[src/fmc_pkg.sv]
package fmc_pkg;
  // Register byte addresses (printed offsets are not all word aligned)
  localparam logic [7:0] IDX_CONFIG = 8'h7F;
  localparam logic [7:0] IDX_SPEED_EN = 8'h80;
  localparam logic [7:0] IDX_PAIRING = 8'h81;
  localparam logic [7:0] IDX_SPECIAL = 8'hA0;
  localparam logic [7:0] IDX_STATUS = 8'hA1;
  localparam logic [7:0] IDX_STAT_CLR = 8'hA2;
  localparam logic [7:0] IDX_IRQ_EN = 8'hA3;
  localparam logic [7:0] IDX_FAN_CTRL = 8'hA4;
  localparam logic [7:0] IDX_LOCK = 8'hA5;
  // Reset values
  localparam logic [7:0] CONFIG_RST = 8'h10;
  localparam logic [7:0] SPEED_EN_RST = 8'h1E;
  localparam logic [7:0] PAIRING_RST = 8'hA4;
  localparam logic [7:0] SPECIAL_RST = 8'h00;
  localparam logic [7:0] FAN_CTRL_RST = 8'h0F;
  // Configuration field positions
  localparam int CFG_SPEED3_ALERT = 0;
  localparam int CFG_PWM2_ALERT = 1;
  localparam int CFG_TEMP_VALID = 3;
  localparam int CFG_SPINUP = 4;
  localparam int CFG_SOFT_RESET = 7;
  localparam int SPECIAL_GLOBAL_EN = 2;
  localparam int SPEED_EN_GROUP = 0;
  // Writable configuration bits (bit 3 is read-only)
  localparam logic [7:0] CONFIG_WMASK = 8'hF7;
  localparam logic [1:0] PAIR_PWM1 = 2'h0;
  localparam logic [1:0] PAIR_PWM2 = 2'h1;
  localparam logic [1:0] PAIR_PWM3 = 2'h2;
  localparam logic [15:0] MIN_LIMIT_OFF = 16'hFFFF;
  localparam int FANS = 4;
  localparam int PWMS = 3;
endpackage

[src/fmc_top.sv]
`timescale 1ns/1ps
// Function
// - After lock is set, writes to configuration, speed enable and pairing registers are ignored.
// - Configuration bit 0 makes the shared pin speed input 3 when clear, alert output when set.
// - Configuration bit 1 makes the second shared pin PWM2 when clear, alert output when set.
// - Configuration bit 3 is read-only and reads one only when temperature readings are valid.
// - Configuration bit 4 resets to one and enables spin-up shortening from paired tachs.
// - Writing one to configuration bit 7 starts a soft reset and the bit clears itself.
// - Soft reset restores every register to default except the lock register and the live valid flag in configuration bit 3.
// - Speed enable bits 1 to 4 let each speed input set status bits and interrupts; reset set.
// - Speed enable bit 0 lets speed events pull alert low only with the global enable set.
// - Each speed input has a two-bit pairing field, 00 PWM1, 01 PWM2, 10 PWM3, 11 reserved.
// - No speed status bit is set while the paired PWM duty is zero.
// - No speed status bit is set while the fan is disabled.
// - No speed status bit is ever set for a fan whose minimum limit is all ones.
// - Special function bit 2 is the global alert enable; while clear no group drives alert.
module fmc_top (
  // Clock and reset
  input wire logic CLK_I,
  input wire logic RESET_I,
  // Wishbone slave
  input wire logic CYC_I,
  input wire logic STB_I,
  input wire logic WE_I,
  input wire logic [7:0] ADR_I,
  input wire logic [3:0] SEL_I,
  input wire logic [31:0] DAT_I,
  output logic [31:0] DAT_O,
  output logic ACK_O,
  // Monitor side
  input wire logic TEMP_VALID_I,
  input wire logic [3:0] SPEED_LOW_I,
  input wire logic [7:0] DUTY1_I,
  input wire logic [7:0] DUTY2_I,
  input wire logic [7:0] DUTY3_I,
  input wire logic [63:0] MIN_LIMIT_I,
  input wire logic PWM2_I,
  input wire logic SPEED3_PIN_I,
  // Outputs
  output logic SPINUP_SHORTEN_O,
  output logic [2:0] PWM_SPEED_FEEDBACK_O,
  output logic SOFT_RESET_O,
  output logic FAN_SPEED_INPUT3_O,
  output logic SPEED3_PIN_O,
  output logic SPEED3_PIN_OE_O,
  output logic PWM2_PIN_O,
  output logic IRQ_O
);
  logic [7:0] config_r, config_nxt;
  logic [7:0] speed_en_r, speed_en_nxt;
  logic [7:0] pairing_r, pairing_nxt;
  logic [7:0] special_r, special_nxt;
  logic [3:0] status_r, status_nxt;
  logic [3:0] irq_en_r, irq_en_nxt;
  logic [3:0] fan_ctrl_r, fan_ctrl_nxt;
  logic lock_r, lock_nxt;
  logic soft_r, soft_nxt;
  logic ack_r, ack_nxt;
  logic [31:0] dat_r, dat_nxt;
  logic [1:0] tv_sync_r, tv_sync_nxt;
  logic [1:0] s3_sync_r, s3_sync_nxt;
  logic [3:0] low_s1_r, low_s2_r;
  logic [3:0] low_s1_nxt, low_s2_nxt;
  logic [3:0] qualified;
  logic [2:0] feedback;
  logic alert_n;
  logic wr, rd, wlane;
  logic [7:0] wbyte;
  logic [7:0] duty [0:2];

  assign duty[0] = DUTY1_I;
  assign duty[1] = DUTY2_I;
  assign duty[2] = DUTY3_I;
  assign wr = CYC_I && STB_I && WE_I && !ack_r;
  assign rd = CYC_I && STB_I && !WE_I && !ack_r;
  assign wlane = SEL_I[0];
  assign wbyte = DAT_I[7:0];

  // Per-fan qualification of a low-speed event
  genvar g;
  generate
    for (g = 0; g < fmc_pkg::FANS; g++) begin : g_fan
      logic [1:0] pair;
      logic pwm_idle;
      assign pair = pairing_r[2*g+1 -: 2];
      always_comb begin
        case (pair)
          fmc_pkg::PAIR_PWM1: pwm_idle = duty[0] == 8'h00;
          fmc_pkg::PAIR_PWM2: pwm_idle = duty[1] == 8'h00;
          fmc_pkg::PAIR_PWM3: pwm_idle = duty[2] == 8'h00;
          default: pwm_idle = 1'b1; // Reserved pairing reports nothing
        endcase
      end
      assign qualified[g] = low_s2_r[g] && speed_en_r[g+1]
        && !pwm_idle
        && fan_ctrl_r[g]
        && (MIN_LIMIT_I[16*g+15 -: 16] != fmc_pkg::MIN_LIMIT_OFF);
    end
  endgenerate

  // Tach feedback per PWM, used for spin-up shortening
  always_comb begin
    feedback = 3'h0;
    for (int f = 0; f < fmc_pkg::FANS; f++) begin
      if (pairing_r[2*f+1 -: 2] != 2'h3) begin
        feedback[pairing_r[2*f+1 -: 2]] = 1'b1;
      end
    end
  end

  // Alert: group enable and global enable must both be set
  assign alert_n = !(speed_en_r[fmc_pkg::SPEED_EN_GROUP]
    && special_r[fmc_pkg::SPECIAL_GLOBAL_EN] && (status_r != 4'h0));

  // Pin synchronisers; only the second stage is read by logic
  always_comb begin
    tv_sync_nxt = {tv_sync_r[0], TEMP_VALID_I};
    s3_sync_nxt = {s3_sync_r[0], SPEED3_PIN_I};
    low_s1_nxt = SPEED_LOW_I;
    low_s2_nxt = low_s1_r;
  end

  always_ff @(posedge CLK_I or posedge RESET_I) begin
    if (RESET_I) begin
      tv_sync_r <= 2'h0;
      // Idle level of the pulled-up pin, so no false low after reset
      s3_sync_r <= 2'h3;
      low_s1_r <= 4'h0;
      low_s2_r <= 4'h0;
    end else begin
      tv_sync_r <= tv_sync_nxt;
      s3_sync_r <= s3_sync_nxt;
      low_s1_r <= low_s1_nxt;
      low_s2_r <= low_s2_nxt;
    end
  end

  // Bus answer: one wait state, ack for exactly one cycle
  always_comb begin
    ack_nxt = rd || wr;
    dat_nxt = dat_r;
    if (rd) begin
      case (ADR_I)
        fmc_pkg::IDX_CONFIG: dat_nxt = {24'h0, config_r};
        fmc_pkg::IDX_SPEED_EN: dat_nxt = {24'h0, speed_en_r};
        fmc_pkg::IDX_PAIRING: dat_nxt = {24'h0, pairing_r};
        fmc_pkg::IDX_SPECIAL: dat_nxt = {24'h0, special_r};
        fmc_pkg::IDX_STATUS: dat_nxt = {28'h0, status_r};
        fmc_pkg::IDX_IRQ_EN: dat_nxt = {28'h0, irq_en_r};
        fmc_pkg::IDX_FAN_CTRL: dat_nxt = {28'h0, fan_ctrl_r};
        fmc_pkg::IDX_LOCK: dat_nxt = {31'h0, lock_r};
        default: dat_nxt = 32'h0;
      endcase
    end
  end

  always_ff @(posedge CLK_I or posedge RESET_I) begin
    if (RESET_I) begin
      ack_r <= 1'b0;
      dat_r <= 32'h0;
    end else begin
      ack_r <= ack_nxt;
      dat_r <= dat_nxt;
    end
  end

  // Soft reset pulse, launched at the edge that takes the write
  always_comb begin
    soft_nxt = 1'b0;
    if (wr && wlane && (ADR_I == fmc_pkg::IDX_CONFIG) && !lock_r) begin
      soft_nxt = wbyte[fmc_pkg::CFG_SOFT_RESET];
    end
  end

  always_ff @(posedge CLK_I or posedge RESET_I) begin
    if (RESET_I) begin
      soft_r <= 1'b0;
    end else begin
      soft_r <= soft_nxt;
    end
  end

  // Status: set wins over a clear in the same cycle
  always_comb begin
    status_nxt = status_r;
    if (wr && wlane && (ADR_I == fmc_pkg::IDX_STAT_CLR)) begin
      status_nxt = status_r & ~wbyte[3:0];
    end
    if (soft_r) begin
      status_nxt = 4'h0;
    end
    status_nxt = status_nxt | qualified;
  end

  always_ff @(posedge CLK_I or posedge RESET_I) begin
    if (RESET_I) begin
      status_r <= 4'h0;
    end else begin
      status_r <= status_nxt;
    end
  end

  // Lock is set-only and survives soft reset, so it cannot be bypassed
  always_comb begin
    lock_nxt = lock_r;
    if (wr && wlane && (ADR_I == fmc_pkg::IDX_LOCK)) begin
      lock_nxt = lock_r | wbyte[0];
    end
  end

  always_ff @(posedge CLK_I or posedge RESET_I) begin
    if (RESET_I) begin
      lock_r <= 1'b0;
    end else begin
      lock_r <= lock_nxt;
    end
  end

  // Global alert enable
  always_comb begin
    special_nxt = special_r;
    if (wr && wlane && (ADR_I == fmc_pkg::IDX_SPECIAL)) begin
      special_nxt = wbyte;
    end
    if (soft_r) begin
      special_nxt = fmc_pkg::SPECIAL_RST;
    end
  end

  always_ff @(posedge CLK_I or posedge RESET_I) begin
    if (RESET_I) begin
      special_r <= fmc_pkg::SPECIAL_RST;
    end else begin
      special_r <= special_nxt;
    end
  end

  // Configuration and enables; lock freezes the first three
  always_comb begin
    config_nxt = config_r;
    speed_en_nxt = speed_en_r;
    pairing_nxt = pairing_r;
    irq_en_nxt = irq_en_r;
    fan_ctrl_nxt = fan_ctrl_r;
    config_nxt[fmc_pkg::CFG_TEMP_VALID] = tv_sync_r[1];
    config_nxt[fmc_pkg::CFG_SOFT_RESET] = 1'b0;
    if (wr && wlane) begin
      case (ADR_I)
        fmc_pkg::IDX_CONFIG: begin
          if (!lock_r) begin
            config_nxt = (wbyte & fmc_pkg::CONFIG_WMASK) |
              (config_nxt & ~fmc_pkg::CONFIG_WMASK);
            config_nxt[fmc_pkg::CFG_SOFT_RESET] = 1'b0;
          end
        end
        fmc_pkg::IDX_SPEED_EN: begin
          if (!lock_r) begin
            speed_en_nxt = {3'h0, wbyte[4:0]};
          end
        end
        fmc_pkg::IDX_PAIRING: begin
          if (!lock_r) begin
            pairing_nxt = wbyte;
          end
        end
        fmc_pkg::IDX_IRQ_EN: irq_en_nxt = wbyte[3:0];
        fmc_pkg::IDX_FAN_CTRL: fan_ctrl_nxt = wbyte[3:0];
        default: ;
      endcase
    end
    // Soft reset restores defaults but keeps the live valid flag
    if (soft_r) begin
      config_nxt = fmc_pkg::CONFIG_RST;
      config_nxt[fmc_pkg::CFG_TEMP_VALID] = tv_sync_r[1];
      speed_en_nxt = fmc_pkg::SPEED_EN_RST;
      pairing_nxt = fmc_pkg::PAIRING_RST;
      irq_en_nxt = 4'h0;
      fan_ctrl_nxt = fmc_pkg::FAN_CTRL_RST[3:0];
    end
  end

  always_ff @(posedge CLK_I or posedge RESET_I) begin
    if (RESET_I) begin
      config_r <= fmc_pkg::CONFIG_RST;
      speed_en_r <= fmc_pkg::SPEED_EN_RST;
      pairing_r <= fmc_pkg::PAIRING_RST;
      irq_en_r <= 4'h0;
      fan_ctrl_r <= fmc_pkg::FAN_CTRL_RST[3:0];
    end else begin
      config_r <= config_nxt;
      speed_en_r <= speed_en_nxt;
      pairing_r <= pairing_nxt;
      irq_en_r <= irq_en_nxt;
      fan_ctrl_r <= fan_ctrl_nxt;
    end
  end

  assign DAT_O = dat_r;
  assign ACK_O = ack_r;
  assign SOFT_RESET_O = soft_r;
  assign SPINUP_SHORTEN_O = config_r[fmc_pkg::CFG_SPINUP];
  assign PWM_SPEED_FEEDBACK_O = config_r[fmc_pkg::CFG_SPINUP] ? feedback : 3'h0;
  // Shared pin as open-drain alert, or plain speed input
  assign SPEED3_PIN_O = 1'b0;
  assign SPEED3_PIN_OE_O = config_r[fmc_pkg::CFG_SPEED3_ALERT] && !alert_n;
  assign FAN_SPEED_INPUT3_O = config_r[fmc_pkg::CFG_SPEED3_ALERT] ? 1'b1 : s3_sync_r[1];
  assign PWM2_PIN_O = config_r[fmc_pkg::CFG_PWM2_ALERT] ? alert_n : PWM2_I;
  assign IRQ_O = |(status_r & irq_en_r);
endmodule // fmc_top

[config.mk]
export PLATFORM = sky130hd
export DESIGN_NAME = fmc_top
export DESIGN_NICKNAME = d
export VERILOG_FILES = /design/src/fmc_pkg.sv /design/src/fmc_top.sv
export SDC_FILE = /design/constraint.sdc
export NUM_CORES = 1
export LEC_CHECK = 0
export BUFFER_PORTS_ARGS = -buffer_cell sky130_fd_sc_hd__buf_2
export CAP_MARGIN = 10
export CORE_AREA = 3 3 130 132
export DETAILED_ROUTE_END_ITERATION = 6
export DIE_AREA = 0 0 133 135
export GPL_ROUTABILITY_DRIVEN = 0
export PLACE_DENSITY = 0.49
export SLEW_MARGIN = 30
export SYNTH_ARGS = -nofsm -noshare
export SYNTH_HDL_FRONTEND = slang
export SYNTH_SLANG_ARGS = --single-unit
[constraint.sdc]
create_clock -name CLK_I -period 2.8 [get_ports CLK_I]
set_input_delay 0.7 -clock CLK_I [delete_from_list [all_inputs] [get_ports CLK_I]]
set_output_delay 0.7 -clock CLK_I [all_outputs]
set_load 0.02 [all_outputs]
==> After elaboration in Yosys (flattened, before gate mapping) <==
Cells that the tools add are included.
Widths: inputs -> output; s select.
{ "word_totals": {"reg_bits": 91, "latchBits": 0, "ramBits": 0, "romBits": 0, "out_inout_bits": 43, "elab_cells": 166, "memories": 0} }
{ "classes": {"add_sub_neg": 0, "mul": 0, "div_mod_pow": 0, "order_cmp": 8, "eq_ne": 26, "shifts": 0, "muxes": 43, "bitwise_logic": 9, "reduce_logical": 64} }
{ "op_table": {"columns": ["op", "n"], "rows": [
  ["$mux 8", 11],
  ["$eq 8x8->1 const B", 8],
  ["$ne 16x16->1 const B", 4],
  ["$pmux 8 s8", 1],
  ["$logic_and 1x1->1", 34],
  ["$mux 4", 8],
  ["$logic_not 8->1", 3],
  ["$mux 7", 3],
  ["$mux 3", 5],
  ["$reduce_bool 2->1", 7],
  ["$lt 2x3->1 const B", 4],
  ["$pmux 1 s3", 4],
  ["$or 3x3->3", 3],
  ["$reduce_and 3->1", 3],
  ["$and 4x4->4", 2],
  ["$demux 1 s2", 4],
  ["$eq 2x1->1 const B", 4],
  ["$eq 2x2->1 const B", 4],
  ["$eq 8x7->1 const B", 1],
  ["$ge 2x1->1 const B", 4],
  ["$logic_not 1->1", 8],
  ["$logic_not 2->1", 4],
  ["$ne 2x2->1 const B", 4],
  ["$mux 1", 7],
  ["9 further kinds", 10]
]} }

==> Depth between registers and ports, before layout <==
{ "depth": {"word_depth": 12, "ltp_mapped": 6} }

==> Worst setup path before layout <==
OpenSTA, ideal clock, no wires.
{ "synth_timing": {"path_kind": "input to register", "from": "input ADR_I[4]", "to": "register special_r[5]", "arrival_time_ns": 2.239, "required_time_ns": 2.671, "path_slack_ns": 0.432, "stages": 5, "path_buffers": 1, "path_cell_list": "or4b_1 -> buf_6 -> nor4_4 -> mux2i_1 -> nor2_1"} }
{ "synth_between": {"elab_chain_len": 3} }
{ "synth_lines": {"columns": ["item", "line_no", "source"], "rows": [
  ["start, declared", "fmc_top.sv:25", "input wire logic [7:0] ADR_I,"],
  ["$eq 8x8->1", "fmc_top.sv:222", "if (wr && wlane && (ADR_I == fmc_pkg::IDX_SPECIAL)) begin"],
  ["$logic_and 1x1->1", "fmc_top.sv:222", null],
  ["$reduce_bool 2->1 (no source line)", null, null],
  ["end signal, assigned", "fmc_top.sv:232", "special_r <= fmc_pkg::SPECIAL_RST;"],
  ["end signal, assigned", "fmc_top.sv:234", "special_r <= special_nxt;"],
  ["end, declared", "fmc_top.sv:52", "logic [7:0] special_r, special_nxt;"]
]} }
No other way between the ends.
A chain may end at the register's enable or synchronous reset.

==> Worst setup path in the final report <==
{ "layout_timing": {"from": "register pairing_r[2]", "to": "output PWM_SPEED_FEEDBACK_O[0]"} }
{ "layout_between": {"elab_chain_len": 11, "elab_cells_between_ends": 13, "cone_classes": "order compare (2); eq/ne (1); mux (6); bitwise (3); reduce/logical (1)"} }
{ "layout_lines": {"columns": ["item", "line_no", "source"], "rows": [
  ["start, declared", "fmc_top.sv:51", "logic [7:0] pairing_r, pairing_nxt;"],
  ["start signal, assigned", "fmc_top.sv:286", "pairing_r <= fmc_pkg::PAIRING_RST;"],
  ["start signal, assigned", "fmc_top.sv:292", "pairing_r <= pairing_nxt;"],
  ["$lt 2x3->1 (not written as such) or $ge 2x1->1 (tied branches)", "fmc_top.sv:106", "feedback[pairing_r[2*f+1 -: 2]] = 1'b1;"],
  ["$logic_and 1x1->1 (not written as such)", "fmc_top.sv:106", null],
  ["$mux 1 (not written as such)", "fmc_top.sv:106", null],
  ["$demux 1 s2", "fmc_top.sv:106", null],
  ["$or 3x3->3 (no source line)", null, null],
  ["$mux 3 (*)", "fmc_top.sv:105", "if (pairing_r[2*f+1 -: 2] != 2'h3) begin"],
  ["$or 3x3->3 (no source line)", null, null],
  ["$mux 3 (*)", "fmc_top.sv:105", null],
  ["$or 3x3->3 (no source line)", null, null],
  ["$mux 3 (*)", "fmc_top.sv:105", null],
  ["$mux 3 (*)", "fmc_top.sv:302", "assign PWM_SPEED_FEEDBACK_O = config_r[fmc_pkg::CFG_SPINUP] ? feedback : 3'h0;"],
  ["end, declared", "fmc_top.sv:41", "output logic [2:0] PWM_SPEED_FEEDBACK_O,"]
]} }
Every way passes the cells marked *; elsewhere a longest branch is shown, timed or not.

==> summary.txt <==
Power and ir drop
  – P_leak: 0.002086 µW
  – Cell Pwr Density: 512.1 nW/µm²
  – Design Power: 2454 µW
  – Peak VDD IR: 0.2673 mV

Placed design
  – Port bufs: 134
  – Worst slack, placed: 0.3400 ns
  – Hpwl dp: 9726 µm

Yosys
  – Avg Inst Size Synth: 9.530 µm²
  – Yosys cell types: 54
  – Sequential area share after synthesis: 0.4425
  – Yosys Warn Count: 0
  – Synth Flop Type: dfrtp_1
  – Post-synth EDFFs: 0
  – Yosys reg bits: 63
  – Gate Count Post-Synth: 378
  – Mapped Area: 3602 µm²
  – Ys async rst share: 1.000

Global routing
  – Grt ovf: 0
  – Number of global-route vias before repair: 3484
  – Initial antenna violation count: 0
  – GR Util All Layers: 0.1354
  – Maximum number of pins on one net before global-route repair: 35
  – First-pass GRT wire length: 19360 µm

Route
  – Vias: 3536
  – Post-route ant nets: 0
  – DR vias/cell: 4.765
  – Routed WL per cell: 16.94 µm
  – DRT iter0 DRCs: 235
  – Final wirelength: 12570 µm
  – Drt drc: 0
  – Initial DRT Pass Iterations: 5

Clock network
  – PostCTS Resize Cnt: 0
  – Clock-pin transition on the worst setup and hold timing paths: 0.05 ns
  – CTS tree: yes
  – Clock sink total: 63
  – CTS Hold Bufs: 0
  – CTS Buf Count: 9
  – H-tree depth: 3
  – Clock Latency Late Sink: 0.33 ns
  – Clk root buf: clkbuf_16
  – Post-CTS setup buffer count: 0
  – Longest Clk Path Bufs: 2

Final layout
  – Layout cells sized above 1: 0.3612
  – Antenna Cells: 0
  – Fin nets: 665
  – Area grow syn2layout: 33.03%

Critical path
  – Reg2Reg Launch Point: ACK_O$_DFF_PP0_
  – Peak fanout along the critical path: 5
  – Worst Path Arrival: 1.61 ns
  – Slack of the worst reg-to-reg path: 0.95 ns
  – Critical path launch point: pairing_r[2]$_DFFE_PP1P_
  – Worst Setup End Kind: output pin
  – Worst setup path category: reg2out
  – Critical Path RT: 2.10 ns
  – Crit start category: flip-flop

Floorplan
  – Initial core utilization: 0.2276
  – Die Wd: 133 µm
  – FP Rows: 46
  – Die area: 17960 µm²
  – Io pins: 187
  – Die Span Y: 135 µm
  – Total core area: 15830 µm²

Min path
  – Hold Crit Class: reg2reg
  – Hold Startpoint: tv_sync_r[1]$_DFF_PP0_

STA
  – Minimum clock period: 2.315 ns
  – Setup TNS: 0 ns
  – Relative slew margins: 0.5366
  – Post-route clock period utilization: 0.8267
  – Worst hold margin: 0.3436 ns
  – Highest clock rate: 432.0 MHz
  – Final setup skew: 0.01164 ns
  – Slew Limit Fails: 0
  – PnR worst setup slack: 0.4852 ns
  – RSZ-0062 raised after global routing: no
  – Final Hold Viols: 0
  – Least-Margin Pin Slew: 0.6941 ns
  – Endpoints failing setup: 0

Job
  – Max-Cap Viols: 0

Outcome
  – Status: completed
==> cells in the final DEF (no fill, tap or decap), types with 16 or more instances in the layout <==
cell type and n:
dfrtp_1 49, nand3_1 51, buf_2 134, nor2_1 33, conb_1 25, mux2i_1 17
a21oi_1 16, o21ai_0 36, nand4_1 18
==> flip-flops by register name, summed over array words and instances (netlist names), 4 cells and up <==
| signal | flops |
|---|---|
| DAT_O | 8 |
| config_r | 7 |
| fan_ctrl_r | 4 |
| irq_en_r | 4 |
| low_s1_r | 4 |
| low_s2_r | 4 |
| pairing_r | 8 |
| special_r | 8 |
| speed_en_r | 5 |
| status_r | 4 |
==> stage by stage <==
step | area (µm²) | utilization | instances
2_1_floorplan | 3692 | - | 402
3_3_place_gp | 4467 | 0.2822 | 726
3_5_place_dp | 4467 | 0.2822 | 726
4_1_cts | 4792 | 0.3028 | 742
5_1_grt | 4792 | 0.3028 | 742
6_report | 4792 | 0.3028 | 742
==> path summary, 6_finish.rpt <==
check	endpoint	cells past startpoint
max reg2reg	pairing_r[6]$_DFFE_PP0P_	4
max in group asynchronous	fan_ctrl_r[0]$_DFFE_PP1P_	3
min reg2reg	config_r[3]$_DFF_PP0_	0
max	PWM_SPEED_FEEDBACK_O[0]	3
min	config_r[3]$_DFF_PP0_	0
min in group asynchronous	tv_sync_r[0]$_DFF_PP0_	2
==> power breakdown <==
group,internal (µW),switching [µW],leakage (µW)
combinational,109,170,0.00115
sequential,940,14.1,0.000779
clock,827,394,0.000160
==> critical path: stages, from the launching register on <==
cell     delay (ns)
dfstp_2        0.61
nor2_1         0.09
o41a_1         0.42
buf_2          0.17
==> logic make-up after synthesis <==
family / count (synthesis) / synth area share
compound gates: 83 / 0.1442
buf+inv: 47 / 0.08718
flops: 63 / 0.4425
mux: 20 / 0.06287
other cells: 1 / 0.001041
simple gates: 164 / 0.2623
==> routing by layer <==
metal  routed length (µm)  GRT usage
met2                 6465     0.2288
met4                  212    0.03868
met5                    0          0
met3                  506    0.02608
met1                 5387     0.1768
==> cell usage after synthesis, types with 2 or more instances <==
master,number,share of area
nor3_1,2,0.0028
nor4b_1,3,0.0073
buf_6,4,0.013
or4b_2,2,0.0056
a22oi_1,6,0.013
o21ai_0,36,0.050
nor4_1,10,0.017
nor2_1,33,0.034
nand4_1,18,0.031
dfrtp_1,49,0.34
clkbuf_1,9,0.0094
nor4_4,2,0.012
dlygate4sd1_1,2,0.0049
a21oi_1,16,0.022
a211oi_1,5,0.010
nor2b_1,6,0.010
or4_1,7,0.015
buf_4,26,0.054
mux2i_1,17,0.047
and2_1,6,0.010
nand2b_1,3,0.0052
nand3_1,51,0.071
nand4b_1,2,0.0049
nand2_1,8,0.0083
mux4_2,2,0.013
inv_1,6,0.0063
a221oi_1,4,0.0097
a32o_1,4,0.011
dfstp_2,14,0.10
==> layout make-up <==
type	count	area, µm²
clock buffer	13	260.3
clock inverter	3	65.06
fill	1672	11040
inverter	6	22.52
multi-input combinational	292	1784
sequential	63	1594
tap	216	270.3
timing repair buffer	149	795.8
(Power assumes the default switching activity.)
